===== src/design/umci_defs.svh =====
`ifndef UMCI_DEFS_SVH
`define UMCI_DEFS_SVH

// Register offsets on the byte port
`define UMCI_A_MCR 3'h0
`define UMCI_A_MSR 3'h1
`define UMCI_A_IER 3'h2
`define UMCI_A_IIR 3'h3

// Modem control fields
`define UMCI_MCR_DTR 0
`define UMCI_MCR_RTS 1
`define UMCI_MCR_RDY 2
`define UMCI_MCR_OUT 3
`define UMCI_MCR_LOOP 4
`define UMCI_MCR_XANY 5
`define UMCI_MCR_TCR 6
`define UMCI_MCR_PRE 7

// Interrupt enable fields
`define UMCI_IER_RX 0
`define UMCI_IER_THR 1
`define UMCI_IER_LSR 2
`define UMCI_IER_MSR 3
`define UMCI_IER_SLEEP 4
`define UMCI_IER_XOFF 5
`define UMCI_IER_RTS 6
`define UMCI_IER_CTS 7

// Identification codes, bits 5..0
`define UMCI_ID_NONE 6'h01
`define UMCI_ID_LSR 6'h06
`define UMCI_ID_TMO 6'h0C
`define UMCI_ID_RX 6'h04
`define UMCI_ID_THR 6'h02
`define UMCI_ID_MSR 6'h00
`define UMCI_ID_XOFF 6'h10
`define UMCI_ID_FLOW 6'h20

// Reset values and the prescaler's last count
`define UMCI_MCR_RST 8'h00
`define UMCI_IER_RST 8'h00
`define UMCI_PIN_IDLE 4'hF
`define UMCI_PRE_LAST 2'h3

`endif


===== src/design/umci_pkg.sv =====
package umci_pkg;

    // Active-low modem inputs, bit order as in the status register
    typedef struct packed {
        logic cd;
        logic ri;
        logic dsr;
        logic cts;
    } umci_modem_t;

    typedef struct packed {
        logic [7:0] modem_control_reg;
        logic [7:0] interrupt_enable_reg;
        logic [3:0] dmsr;
        logic [3:0] line;
        logic [3:0] ms1;
        logic [3:0] ms2;
        logic [3:0] ms3;
        logic [3:0] mfilt;
        logic [2:0] rxs;
        logic rx_filt;
        logic thr_pend;
        logic xoff_pend;
        logic flow_pend;
        logic [1:0] pre_cnt;
        logic [7:0] rd_data;
        logic dtr_n;
        logic rts_n;
        logic op_n;
        logic irq;
        logic irq_oe_n;
        logic tx_pin;
        logic rx_core;
        logic baud_en;
        logic fifo_rdy_en;
        logic xon_any_en;
        logic tcr_tlr_open;
        logic sleep_en;
    } umci_state_t;

endpackage


===== src/design/umci_top.sv =====
// Our own choices: the plain strobed port and the register addresses.
`include "umci_defs.svh"

module umci_top (
    // Clock and reset
    input wire logic clk,
    input wire logic sys_rst,
    // Register port
    input wire logic [2:0] addr,
    input wire logic [7:0] wr_data,
    input wire logic wr_stb,
    input wire logic rd_stb,
    output logic [7:0] rd_data,
    // Modem pins
    input wire umci_pkg::umci_modem_t modem_n,
    output logic dtr_n,
    output logic rts_n,
    output logic op_n,
    output logic irq,
    output logic irq_oe_n,
    // Serial path
    input wire logic rx_pin,
    output logic tx_pin,
    input wire logic tx_core,
    output logic rx_core,
    // Neighbouring logic
    input wire logic enh_wr_en,
    input wire logic fifo_en,
    input wire logic auto_rts_en,
    input wire logic flow_rts_n,
    input wire logic rx_line_err,
    input wire logic rx_timeout,
    input wire logic rx_data_rdy,
    input wire logic thr_event,
    input wire logic tx_fifo_wr,
    input wire logic xoff_event,
    input wire logic rts_rise,
    input wire logic cts_rise,
    // Mode outputs
    output logic baud_en,
    output logic fifo_rdy_en,
    output logic xon_any_en,
    output logic tcr_tlr_open,
    output logic sleep_en
);

    umci_pkg::umci_state_t s;
    umci_pkg::umci_state_t n;
    logic loop;
    logic any_pend;
    logic [5:0] id_code;
    logic [3:0] live;
    logic wr_mcr;
    logic wr_ier;
    logic rd_msr;
    logic rd_iir;

    assign loop = s.modem_control_reg[`UMCI_MCR_LOOP];
    assign wr_mcr = wr_stb && addr == `UMCI_A_MCR;
    assign wr_ier = wr_stb && addr == `UMCI_A_IER;
    assign rd_msr = rd_stb && addr == `UMCI_A_MSR;
    assign rd_iir = rd_stb && addr == `UMCI_A_IIR;

    always_comb begin
        n = s;
        n.rd_data = 8'h00;
        // Priority encoder, first match wins
        any_pend = 1'b1;
        if (s.interrupt_enable_reg[`UMCI_IER_LSR] && rx_line_err) begin
            id_code = `UMCI_ID_LSR;
        end else if (s.interrupt_enable_reg[`UMCI_IER_RX] && rx_timeout) begin
            id_code = `UMCI_ID_TMO;
        end else if (s.interrupt_enable_reg[`UMCI_IER_RX] && rx_data_rdy) begin
            id_code = `UMCI_ID_RX;
        end else if (s.interrupt_enable_reg[`UMCI_IER_THR] && s.thr_pend) begin
            id_code = `UMCI_ID_THR;
        end else if (s.interrupt_enable_reg[`UMCI_IER_MSR] && s.dmsr != 4'h0) begin
            id_code = `UMCI_ID_MSR;
        end else if (s.interrupt_enable_reg[`UMCI_IER_XOFF] && s.xoff_pend) begin
            id_code = `UMCI_ID_XOFF;
        end else if (s.flow_pend) begin
            id_code = `UMCI_ID_FLOW;
        end else begin
            id_code = `UMCI_ID_NONE;
            any_pend = 1'b0;
        end

        // Pin synchronisers, a change counts once stages two and three agree
        n.ms1 = modem_n;
        n.ms2 = s.ms1;
        n.ms3 = s.ms2;
        for (int i = 0; i < 4; i++) begin
            if (s.ms2[i] == s.ms3[i]) begin
                n.mfilt[i] = s.ms3[i];
            end
        end
        n.rxs = {s.rxs[1:0], rx_pin};
        if (s.rxs[1] == s.rxs[2]) begin
            n.rx_filt = s.rxs[2];
        end

        // Modem line sources, loopback takes control outputs
        if (loop) begin
            live = {s.modem_control_reg[`UMCI_MCR_OUT], s.modem_control_reg[`UMCI_MCR_RDY], s.modem_control_reg[`UMCI_MCR_DTR], s.modem_control_reg[`UMCI_MCR_RTS]};
        end else begin
            live = ~s.mfilt;
        end
        n.line = live;

        // Delta bits: read clears, a new change in the same cycle wins
        if (rd_msr) begin
            n.dmsr = 4'h0;
        end
        n.dmsr[0] = n.dmsr[0] | (live[0] ^ s.line[0]);
        n.dmsr[1] = n.dmsr[1] | (live[1] ^ s.line[1]);
        n.dmsr[2] = n.dmsr[2] | (live[2] & ~s.line[2]);
        n.dmsr[3] = n.dmsr[3] | (live[3] ^ s.line[3]);

        // Event flags; re-enabling the holding interrupt never sets one
        if ((rd_iir && id_code == `UMCI_ID_THR) || tx_fifo_wr) begin
            n.thr_pend = 1'b0;
        end
        if (thr_event) begin
            n.thr_pend = 1'b1;
        end
        if (rd_iir && id_code == `UMCI_ID_XOFF) begin
            n.xoff_pend = 1'b0;
        end
        if (xoff_event) begin
            n.xoff_pend = 1'b1;
        end
        if (rd_iir && id_code == `UMCI_ID_FLOW) begin
            n.flow_pend = 1'b0;
        end
        if ((s.interrupt_enable_reg[`UMCI_IER_RTS] && rts_rise) || (s.interrupt_enable_reg[`UMCI_IER_CTS] && cts_rise)) begin
            n.flow_pend = 1'b1;
        end

        // Register writes
        if (wr_mcr) begin
            n.modem_control_reg[4:0] = wr_data[4:0];
            if (enh_wr_en) begin
                n.modem_control_reg[7:5] = wr_data[7:5];
            end
        end
        if (wr_ier) begin
            n.interrupt_enable_reg[3:0] = wr_data[3:0];
            if (enh_wr_en) begin
                n.interrupt_enable_reg[7:4] = wr_data[7:4];
            end
        end

        // Register reads, data one cycle later
        if (rd_stb) begin
            unique case (addr)
                `UMCI_A_MCR: n.rd_data = s.modem_control_reg;
                `UMCI_A_MSR: n.rd_data = {s.line, s.dmsr};
                `UMCI_A_IER: n.rd_data = s.interrupt_enable_reg;
                `UMCI_A_IIR: n.rd_data = {fifo_en, fifo_en, id_code};
                default: n.rd_data = 8'h00;
            endcase
        end

        // Prescaler enable
        n.pre_cnt = s.pre_cnt + 2'h1;
        n.baud_en = !s.modem_control_reg[`UMCI_MCR_PRE] || s.pre_cnt == `UMCI_PRE_LAST;

        // Pin outputs; in loopback dtr_n, rts_n and op_n sit inactive, while irq and irq_oe_n still follow control bit 3
        n.dtr_n = loop || !s.modem_control_reg[`UMCI_MCR_DTR];
        if (loop) begin
            n.rts_n = 1'b1;
        end else if (auto_rts_en) begin
            n.rts_n = flow_rts_n;
        end else begin
            n.rts_n = !s.modem_control_reg[`UMCI_MCR_RTS];
        end
        n.op_n = loop || !s.modem_control_reg[`UMCI_MCR_OUT];
        n.irq_oe_n = !s.modem_control_reg[`UMCI_MCR_OUT];
        n.irq = s.modem_control_reg[`UMCI_MCR_OUT] && any_pend;
        n.tx_pin = loop || tx_core;
        n.rx_core = loop ? tx_core : s.rx_filt;

        n.fifo_rdy_en = s.modem_control_reg[`UMCI_MCR_RDY];
        n.xon_any_en = s.modem_control_reg[`UMCI_MCR_XANY];
        n.tcr_tlr_open = s.modem_control_reg[`UMCI_MCR_TCR];
        n.sleep_en = s.interrupt_enable_reg[`UMCI_IER_SLEEP];
    end

    always_ff @(posedge clk or posedge sys_rst) begin
        if (sys_rst) begin
            s <= '0;
            s.modem_control_reg <= `UMCI_MCR_RST;
            s.interrupt_enable_reg <= `UMCI_IER_RST;
            s.ms1 <= `UMCI_PIN_IDLE;
            s.ms2 <= `UMCI_PIN_IDLE;
            s.ms3 <= `UMCI_PIN_IDLE;
            s.mfilt <= `UMCI_PIN_IDLE;
            s.rxs <= 3'h7;
            s.rx_filt <= 1'b1;
            s.dtr_n <= 1'b1;
            s.rts_n <= 1'b1;
            s.op_n <= 1'b1;
            s.irq_oe_n <= 1'b1;
            s.tx_pin <= 1'b1;
            s.rx_core <= 1'b1;
        end else begin
            s <= n;
        end
    end

    assign rd_data = s.rd_data;
    assign dtr_n = s.dtr_n;
    assign rts_n = s.rts_n;
    assign op_n = s.op_n;
    assign irq = s.irq;
    assign irq_oe_n = s.irq_oe_n;
    assign tx_pin = s.tx_pin;
    assign rx_core = s.rx_core;
    assign baud_en = s.baud_en;
    assign fifo_rdy_en = s.fifo_rdy_en;
    assign xon_any_en = s.xon_any_en;
    assign tcr_tlr_open = s.tcr_tlr_open;
    assign sleep_en = s.sleep_en;
endmodule


===== config.mk =====
export PLATFORM = sky130hd
export DESIGN_NAME = umci_top
export DESIGN_NICKNAME = d
export VERILOG_FILES = /design/src/design/umci_pkg.sv /design/src/design/umci_top.sv
export VERILOG_INCLUDE_DIRS = /design/src /design/src/design
export SDC_FILE = /design/constraint.sdc
export NUM_CORES = 1
export LEC_CHECK = 0
export BUFFER_PORTS_ARGS = -buffer_cell sky130_fd_sc_hd__buf_4
export CORE_ASPECT_RATIO = 1.75
export CORE_MARGIN = 3
export CORE_UTILIZATION = 58
export DETAILED_ROUTE_END_ITERATION = 16
export PLACE_DENSITY_LB_ADDON = 0.2
export SLEW_MARGIN = 30
export SYNTH_ARGS = -nofsm -noshare
export SYNTH_HDL_FRONTEND = slang
export SYNTH_SLANG_ARGS = --single-unit

===== constraint.sdc =====
create_clock -name clk -period 3.4 [get_ports clk]
set_clock_uncertainty 0.05 [all_clocks]
set_input_delay 0.17 -clock clk [delete_from_list [all_inputs] [get_ports clk]]
set_output_delay 0.17 -clock clk [all_outputs]
set_load 0.03 [all_outputs]

* Yosys cells after proc, flatten, opt, wreduce, memory -nomap -nowiden *
Index checks and enable logic that the tools add are counted.

storage, ports and cells
  register bits after elaboration = 69
  input bits = 33
  output and inout port bits = 20
  logic and storage cells = 115

cells by class
  add/subtract/negate cells = 1
  eq/ne operators = 12
  multiplexer cells = 27
  bitwise operators = 10
  reduce and logical (&&, ||, !) cells = 33

operator list
  cell                   count
  $mux W6                7
  $pmux W8 S4            1
  $logic_and A1 B1 Y1    16
  $mux W1                16
  $mux W4                2
  $mux W8                1
  $eq A3 B2 Y1 const B   2
  $eq A6 B2 Y1 const B   1
  $eq A6 B5 Y1 const B   1
  $eq A6 B6 Y1 const B   1
  $logic_or A1 B1 Y1     6
  $reduce_bool A2 Y1     3
  $eq A1 B1 Y1           5
  $logic_not A1 Y1       4
  $not A4 Y4             1
  $or A1 B1 Y1           4
  $reduce_and A2 Y1      2
  $reduce_bool A4 Y1     1
  $eq A3 B1 Y1 const B   1
  $logic_not A3 Y1       1
  $xor A1 B1 Y1          3
  $add A2 B1 Y2 const B  1
  $eq A2 B2 Y1 const B   1
  $and A1 B1 Y1          1
  $not A1 Y1             1

* Logic depth before layout (Yosys ltp) *
Gate-level depths: netlist of run 1.

  depth in word-level cells = 12
  mapped depth = 5
  mapped depth without buffers = 4

* Worst setup path after synthesis of run 1 *
Ideal clock, no wire load.

  path type = register to register
  start point = register s[49] in the netlist's numbering
  end point = register s[22] in the netlist's numbering
  setup time = 0.118 ns
  arrival time = 1.387 ns
  required time = 3.232 ns
  path slack = 1.845 ns
  cell stages (with the launch flop) = 5
  buffers on the path = 0
  period minus slack after synthesis = 1.555 ns
  cell sequence = dfrtp_1 > or4_4 > a22oi_4 > nand4_4 > a21o_1

between the ends
  longest elaborated chain between the ends = 10

RTL lines
  item                           RTL line         text
  from (decl)                    umci_top.sv:47   umci_pkg::umci_state_t s;
  from (signal assigned)         umci_top.sv:207  s <= n;
  $reduce_bool A4 Y1             umci_top.sv:77   end else if (s.interrupt_enable_reg[`UMCI_IER_MSR] && s.dmsr != 4'h0) begin
  $logic_and A1 B1 Y1            umci_top.sv:77
  $mux W6                        umci_top.sv:77
  $mux W6                        umci_top.sv:75   end else if (s.interrupt_enable_reg[`UMCI_IER_THR] && s.thr_pend) begin
  $mux W6                        umci_top.sv:73   end else if (s.interrupt_enable_reg[`UMCI_IER_RX] && rx_data_rdy) begin
  $mux W6                        umci_top.sv:71   end else if (s.interrupt_enable_reg[`UMCI_IER_RX] && rx_timeout) begin
  $mux W6                        umci_top.sv:69   if (s.interrupt_enable_reg[`UMCI_IER_LSR] && rx_line_err) begin
  $eq A6 B6 Y1 (no line)         n/a
  $logic_and A1 B1 Y1 (no line)  n/a
  $reduce_bool A2 Y1 (no line)   n/a

Every way passes these cells.
A chain may end at the register's enable or synchronous reset.

* Worst setup path in the final report of run 1 *
Ends and elaborated chain as after synthesis.

==> flow_summary.ini, run 1 <==
[clock_tree]
clock_path_buffers = 2
clk_latency_ns = 0.34
h-tree-depth = 3
root_buffer = clkbuf_8
cts_setup_buffers = 0
hold_buffers = 17
cts_buffers = 9
clock-sinks = 69
clkTransAtPathRegs_ns = 0.08
cts_tree = built
cts-resized-gates = 0

[pwr]
peakVddDrop_mv = 0.5087
p_per_area_nw_per_um2 = 612.3
fin_total_pwr_mw = 2.104
leakagePower_nw = 1.541

[final_layout]
fin_nets = 295
seqCellArea_sq_um = 1759
drive_gt1_share_pct = 42.48
regMostFlops = s
syn2layout_area_growth_pct = 27.31
utilization_pct = 77.31
n_antenna_cell = 0
fillCellCount = 275
largest_register_ffs = 34
multiInputGateArea_sq_um = 825.8

[grt]
grt_max_degree = 37
grt_usage_pct = 20.77
grt_antenna_before_repair = 0
grt_pass1_vias = 1731
grt_pass1_wl_microns = 8342
gr-total-overflow = 0

[synthesis]
syn_area_per_cell_sq_um = 14.06
synth_area_leaders = dfrtp_1, dfstp_2, mux2_1, buf_4, nand2_1
yosysUniqueCellTypes = 45
synth_top_area_share_pct = 39.87
yosys_warnings = 0
synth_nets = 226
synth_cells = 192
synth-seq-cells = 69
yosys.area.top_type = dfrtp_1
seq_area_frac_synth_pct = 65.18
synth_area_sq_um = 2699

[drt]
routed_wl_microns = 5112
routed_via_density = 5.369
firstDrtPassIters = 4
drtIter0Drc = 67
via_count = 1702
drc_errors = 0
wl_per_cell_microns = 16.13
antenna_left = 0

[worst_hold_path]
hold_depth = 2
hp-class = in2reg
hold_start = wr_data[4]
hold_end = n[0]

[worst_setup_path]
cp_max_fo = 4
r2r_end = s[22]
slowest_stage = or4_4
path_class = reg2reg
worstPathRequired_ns = 3.58
path_buf_inv = 0
rr_worst_depth = 4
start_kind = register
worstSetupEndpointType = register
r2r_slack_ns = 1.76
critical_path.max_stage_delay_ns = 0.55
critical_path_arrival_ns = 1.83
cp_cell_sequence = or4_4 -> a22oi_4 -> nand4_4 -> a21o_1
r2r_start = s[49]
critical_path.top_delay_family = simple AND/OR/NAND/NOR gates

[timing]
max_slew_margin_pct = 54.89
setup_viol = 0
slew_violations = 0
rsz0062_at_grt = no
timing.fmax_mhz = 609.0
finalCritPeriodShare_pct = 48.29
setup-tns-final_ns = 0
period_needed_ns = 1.642
hold_ws_ns = 0.01272
tightest_slew_ns = 0.6757
hold_violations = 0

[placement]
gp_congestion = 0.8247
dp_hpwl_microns = 3539
port_buffers = 52

[die]
dieHeight_microns = 96.24
io_pins = 53
rows = 32
initial_core_util_pct = 60.73
core_area_sq_um = 4444
fp.dieW_microns = 57.57
die_area_sq_um = 5540

[flow_run]
maxCapViolations = 0

[outcome]
status = finished, final reports clean
[stage by stage]
step	setup WS (ns)	cells	area, sq um
2_1_floorplan	1.483	192	2699
3_3_place_gp	1.807	284	3069
3_5_place_dp	1.730	284	3069
4_1_cts	1.763	317	3436
5_1_grt	1.703	317	3436
6_report	1.758	317	3436
[cells in the mapped netlist (all sizes together)]
library cell	count
clkbuf	1
or2	3
ha	1
a22oi	1
nor2b	3
inv	6
nor3	2
a31o	1
maj3	5
a21o	2
mux2	17
and2	1
or3b	1
dfrtp	43
nand4	2
o21ai	6
dfstp	26
o2bb2a	1
nand2	17
a21oi	6
a41oi	1
a211o	1
nand2b	6
mux2i	5
o22ai	4
or4	1
buf	11
mux4	2
nor2	7
nand3	3
xnor2	3
a22o	2
a31oi	1
[cells by family after synthesis]
family,after synthesis,synth area share [%]
AOI/OAI and AO/OA,26,6.769
and+or+nand+nor,46,9.922
muxes,24,10.62
DFF,69,65.18
adders and majority gates,6,2.318
buffers and inverters,18,4.218
xor gates and xnor gates,3,0.9738
[layout make-up]
| class | count | share of cell area (%) |
|---|---|---|
| Clock buffer | 9 | 3.605 |
| Clock inverter | 7 | 2.112 |
| Inverter | 6 | 0.6555 |
| Multi-Input combinational cell | 105 | 24.03 |
| Sequential cell | 69 | 51.20 |
| Tap cell | 51 | 1.857 |
| Timing Repair Buffer | 70 | 16.53 |
[routing by layer]
metal / GRT usage, % / part of all wire, % / vias to the layer above
met4: 17.02 / 3.7 / 0
met5: 0 / 0 / -
li1: - / - / 795
met1: 23.81 / 38 / 835
met3: 3.758 / 4.9 / 16
met2: 33.30 / 53 / 56
[worst max-delay path by stage]
stage	startpoint	to	slack, ns	cells past startpoint
floorplan	sys_rst	baud_en	1.48	1
global placement	s[49]	s[22]	1.81	4
detailed placement	addr[2]	n[2]	1.73	5
CTS	s[49]	s[22]	1.76	4
global route	s[49]	s[22]	1.70	4
finish	s[49]	s[22]	1.76	4
[cell usage in the layout, fill, tap and decap left out, drive strengths merged, types with 4 or more instances in the layout]
cell / n
o22ai: 4
dfrtp: 43
dfstp: 26
clkbuf: 9
o21ai: 6
nor2: 7
a21oi: 6
dlygate4sd3: 17
nand2b: 6
nand2: 17
maj3: 5
inv: 9
buf: 53
mux2i: 5
mux2: 17
[power by group]
part	total (mW)	internal (mW)	leakage [nW]	switching, mW
Combinational	0.392	0.187	0.655	0.205
Clock	0.657	0.342	0.100	0.316
Sequential	1.05	0.958	0.786	0.0965
Total	2.10	1.49	1.54	0.617
(Power assumes the default switching activity.)
==> run 2, diff against run 1 <==
- CORE_UTILIZATION: 58 -> 54
- clock period: 3.4 -> 1.7 ns (I/O delays scaled with it)
==> run 2 against run 1 <==
  * Largest cell class unchanged
  * Worst setup slack got worse by 1.7 ns
  * Largest power group unchanged
  * Sequential cell count unchanged
  * Worst hold slack improved by 0.00074 ns
  * Core utilization decreased by 4.1 points
  * Register-to-register slack got worse by 1.7 ns
  * Critical path depth unchanged
  * Critical path type unchanged
==> flow_summary.ini, run 2 (synthesized netlist as in run 1, its figures left out) <==
[die]
die_area_sq_um = 5915
initial_core_util_pct = 56.84
io_pins = 53
dieHeight_microns = 99.52
fp.dieW_microns = 59.44
rows = 33
core_area_sq_um = 4748

[drt]
via_count = 1733
wl_per_cell_microns = 15.58
drtIter0Drc = 56
firstDrtPassIters = 4
drc_errors = 0
antenna_left = 0
routed_via_density = 5.332
routed_wl_microns = 5065

[clock_tree]
h-tree-depth = 3
clk_latency_ns = 0.33
clock-sinks = 69
clock_path_buffers = 2
root_buffer = clkbuf_8
cts_tree = built
cts_buffers = 9
clkTransAtPathRegs_ns = 0.07

[worst_setup_path]
critical_path_arrival_ns = 1.82
worstSetupEndpointType = register
cp_max_fo = 4
start_kind = register
worstPathRequired_ns = 1.87
path_class = reg2reg

[grt]
grt.met1_usage_pct = 22.15
busiest_layer = met2
grt_use_met3_pct = 4.675
grt_usage_pct = 19.56
grt_antenna_before_repair = 0
gr-total-overflow = 0
grt_max_degree = 61
grt_pass1_vias = 1825
use_met2_pct = 33.36
grt_pass1_wl_microns = 8452

[pwr]
netSwitchingFraction_pct = 28.45
peakVddDrop_mv = 0.9747
leakagePower_nw = 1.559
power_frac_comb_pct = 19.9
p_switching_mw = 1.144
power_frac_seq_pct = 52.3
clockPowerShare_pct = 27.7
intPower_mw = 2.878
p_per_area_nw_per_um2 = 1157

[timing]
finalCritPeriodShare_pct = 96.58
period_needed_ns = 1.642
tightest_slew_ns = 0.4113
max_slew_margin_pct = 72.52
setup_viol = 0
hold_ws_ns = 0.01346
rsz0062_at_grt = no
setup-tns-final_ns = 0
hold_violations = 0
slew_violations = 0
timing.fmax_mhz = 609.0

[worst_hold_path]
hp-class = in2reg

[placement]
dp_hpwl_microns = 3605
gp_congestion = 0.8923
port_buffers = 52
place_inst = 288

[final_layout]
largest_register_ffs = 34
layout_common_cells = buf_4, dfrtp_1, dfstp_2
final_cells = 325
drive_gt1_share_pct = 41.76
regMostFlops = s
mostFrequentLayoutCell = buf_4
fin_nets = 302
syn2layout_area_growth_pct = 28.84
n_antenna_cell = 0
fillCellCount = 352

[outcome]
status = finished, final reports clean

[flow_run]
maxCapViolations = 0
-- run 2: metal layers --
layer | wire length [microns] | part of all wire [%] | vias up
met4 | 109 | 2.2 | 0
li1 | - | - | 811
met2 | 2784 | 55 | 50
met1 | 1928 | 38 | 860
met5 | 0 | 0 | -
met3 | 242 | 4.8 | 12
-- run 2: timing repair --
item	CTS	global route
hold endpoints to repair	69	0
buffers inserted	0	2
hold buffers	19	0
endpoints found under the setup margin	0	1
gates resized for setup	0	0
-- run 2: worst paths after layout --
path | slack [ns] | end | from | depth (start not counted)
setup / recovery | 0.06 | s[22] | s[49] | 4
max in group asynchronous | 0.81 | s[29] | sys_rst | 4
hold / removal | 0.01 | s[22] | cts_rise | 3
setup reg to reg | 0.06 | s[22] | s[49] | 4
hold reg to reg | 0.30 | n[28] | n[27] | 0
min in group asynchronous | 0.19 | xon_any_en | sys_rst | 3
-- run 2: worst max-delay path, stage by stage (launching register included) --
cell and delay, ns:
dfrtp_1 0.39, or4_4 0.55, a22oi_4 0.23, nand4_4 0.13
a21o_1 0.19
-- run 2: final cells by class --
class / instances / area [sq um] / share of cell area (%)
Clock inverter: 2 / 10.01 / 0.2879
Inverter: 6 / 26.28 / 0.7557
Multi-Input combinational cell: 105 / 825.8 / 23.75
Timing Repair Buffer: 77 / 638.1 / 18.35
Tap cell: 52 / 65.06 / 1.871
Sequential cell: 69 / 1759 / 50.59
Clock buffer: 14 / 152.6 / 4.390
-- run 2: power groups by stage --
| stage | Combinational, mW | Sequential, mW | Clock, mW |
|---|---|---|---|
| floorplan | 0.413 | 2.19 | 0 |
| CTS | 0.798 | 2.11 | 1.15 |
| global route | 0.874 | 2.13 | 1.24 |
| finish | 0.802 | 2.10 | 1.12 |
| global placement | 0.744 | 2.13 | 0 |
| detailed placement | 0.756 | 2.14 | 0 |
-- run 2: per-stage QoR --
stage	total power, mW	area, sq um	utilization (%)	setup WS, ns
3_5_place_dp	2.892	3109	65.48	0.08996
2_1_floorplan	2.600	2703	-	0.1450
4_1_cts	4.060	3462	72.91	0.08057
6_report	4.023	3477	73.23	0.05807
5_1_grt	4.244	3477	73.23	0.002681
3_3_place_gp	2.872	3109	65.48	0.1087
==> run 3, diff against run 2 <==
--- a/config.mk
+++ b/config.mk
@@ -8,3 +8,3 @@
 export LEC_CHECK = 0
-export BUFFER_PORTS_ARGS = -buffer_cell sky130_fd_sc_hd__buf_4
+export BUFFER_PORTS_ARGS = -buffer_cell sky130_fd_sc_hd__buf_2
 export CORE_ASPECT_RATIO = 1.75
@@ -14,2 +14,3 @@
 export PLACE_DENSITY_LB_ADDON = 0.2
+export REMOVE_ABC_BUFFERS = 1
 export SLEW_MARGIN = 30
==> constraint.sdc (replaced) <==
create_clock -name clk -period 1.7 [get_ports clk]
set_clock_uncertainty 0.05 [all_clocks]
set_input_delay 0.51 -clock clk [delete_from_list [all_inputs] [get_ports clk]]
set_output_delay 0.51 -clock clk [all_outputs]
set_load 0.03 [all_outputs]
==> run 3 against run 2 <==
  * Core utilization decreased by 5.5 points
  * Sequential share of layout area increased by 4.1 points
  * Critical endpoint unchanged
  * Global-route usage decreased by 1.1 points
  * Combinational power decreased by 11%
  * Cell count decreased by 3.7%
  * Via count decreased by 3.0%
  * Critical path depth unchanged
==> flow_summary.ini, run 3 (synthesized netlist as in run 1, its figures left out) <==
[worst_setup_path]
path_class = reg2reg
path_buf_inv = 0
critical_path_arrival_ns = 1.82
worstPathRequired_ns = 1.87
slowest_stage = or4_4
start_kind = register
cp_cell_sequence = or4_4 -> a22oi_4 -> nand4_4 -> a21o_1
critical_path.top_delay_family = simple AND/OR/NAND/NOR gates
worstSetupEndpointType = register
critical_path.max_stage_delay_ns = 0.55
cp_max_fo = 4

[grt]
grt_pass1_wl_microns = 7824
grt_antenna_before_repair = 0
grt_usage_pct = 18.42
gr-total-overflow = 0
grt_pass1_vias = 1679
grt_max_degree = 70

[drt]
antenna_left = 0
wl_per_cell_microns = 15.69
routed_wl_microns = 4912
drc_errors = 0
drtIter0Drc = 73
via_count = 1681
routed_via_density = 5.371
firstDrtPassIters = 4

[clock_tree]
root_buffer = clkbuf_8
clock-sinks = 69
hold_buffers = 0
clock_path_buffers = 2
cts_buffers = 9
cts_tree = built
clkTransAtPathRegs_ns = 0.07
clk_latency_ns = 0.33
h-tree-depth = 3

[placement]
place_inst = 295
placed_cell_area_sq_um = 3028
pre_cts_ws_ns = -0.05449
dp_hpwl_microns = 3603
port_buffers = 52
gp_congestion = 0.8575

[timing]
finalWorstSetupSlack_ns = 0.05177
tightest_slew_ns = 0.4203
hold_violations = 0
max_slew_margin_pct = 71.98
timing.fmax_mhz = 606.7
setup_viol = 0
rsz0062_at_grt = no
finalCritPeriodShare_pct = 96.95
period_needed_ns = 1.648
slew_violations = 0

[final_layout]
fin_nets = 290
n_antenna_cell = 0
largest_register_ffs = 34
fillCellCount = 363
layout_common_cells = buf_2, dfrtp_1, dfstp_2
final_cells = 313
mostFrequentLayoutCell = buf_2
stdcell_area_sq_um = 3216
regMostFlops = s
drive_gt1_share_pct = 46.74
syn2layout_area_growth_pct = 19.15

[die]
die_area_sq_um = 5915
dieHeight_microns = 99.52
core_area_sq_um = 4748
rows = 33
initial_core_util_pct = 56.84
fp.dieW_microns = 59.44
io_pins = 53

[pwr]
power_frac_comb_pct = 17.9
p_per_area_nw_per_um2 = 1234
leakagePower_nw = 1.484
power_frac_seq_pct = 53.0
intPower_mw = 2.835
p_switching_mw = 1.134
clockPowerShare_pct = 29.1
netSwitchingFraction_pct = 28.58
peakVddDrop_mv = 0.8735

[worst_hold_path]
hp-class = in2async

[flow_run]
maxCapViolations = 0

[outcome]
status = finished, final reports clean
[run 3: cell types whose count changed in the layout (fill, tap and decap cells not counted)]
cell           previous run  this run
buf_2                     0        52
buf_4                    57        12
clkbuf_1                  4         3
clkbuf_8                 10        11
clkinvlp_4                1         0
dlygate4sd3_1            19         0
inv_2                     0         1
[run 3: layout make-up]
cell class	instances	area (sq um)	share of cell area, %
clock buffer	14	162.7	5.058
clock inverter	2	10.01	0.3113
inverter	6	22.52	0.7004
multi-input combinational	105	825.8	25.68
sequential	69	1759	54.71
tap	52	65.06	2.023
timing repair buffer	65	370.4	11.52
[run 3: worst register-to-register path: stages (launching register included)]
cell     delay [ns]
dfrtp_1        0.40
or4_4          0.55
a22oi_4        0.23
nand4_4        0.13
a21o_1         0.19
[run 3: metal layers]
| metal | share of wire [%] | routed length, microns | up-vias | track usage, % |
|---|---|---|---|---|
| li1 | - | - | 793 | - |
| met1 | 37 | 1809 | 826 | 18.79 |
| met2 | 56 | 2748 | 47 | 32.69 |
| met3 | 4.6 | 225 | 15 | 3.247 |
| met4 | 2.6 | 129 | 0 | 11.87 |
| met5 | 0 | 0 | - | 0 |
[run 3: final timing paths]
check	start	endpoint	slack [ns]	cells after the start
worst max register to register	s[49]	s[22]	0.05	4
worst min-delay path	sys_rst	s[60]	0.20	3
worst max-delay path	s[49]	s[22]	0.05	4
max in group asynchronous	sys_rst	n[27]	1.09	3
min in group clk	modem_n[3]	n[40]	0.22	1
worst min register to register	n[27]	n[28]	0.30	0
[run 3: repair_timing]
action / in CTS / in global routing
setup buffers: 0 / 2
setup endpoints to repair: 0 / 1
hold endpoints to repair: 0 / 0
resized for setup: 0 / 0
[run 3: through the flow]
stage	TNS, ns	util [%]	power (mW)	hold WS (ns)
floorplan	-27.78	-	2.564	0.2952
global placement	-0.1567	63.77	2.823	0.2962
detailed placement	-0.2377	63.77	2.839	0.2976
CTS	0	67.40	4.001	0.1915
global route	0	67.72	4.156	0.2019
finish	0	67.72	3.969	0.1957
[run 3: power by group through the flow]
stage | Combinational (mW) | Clock, mW | Sequential, mW
3_5_place_dp | 0.706 | 0 | 2.13
5_1_grt | 0.780 | 1.24 | 2.13
3_3_place_gp | 0.698 | 0 | 2.13
4_1_cts | 0.711 | 1.18 | 2.11
6_report | 0.712 | 1.15 | 2.10
2_1_floorplan | 0.340 | 0 | 2.22
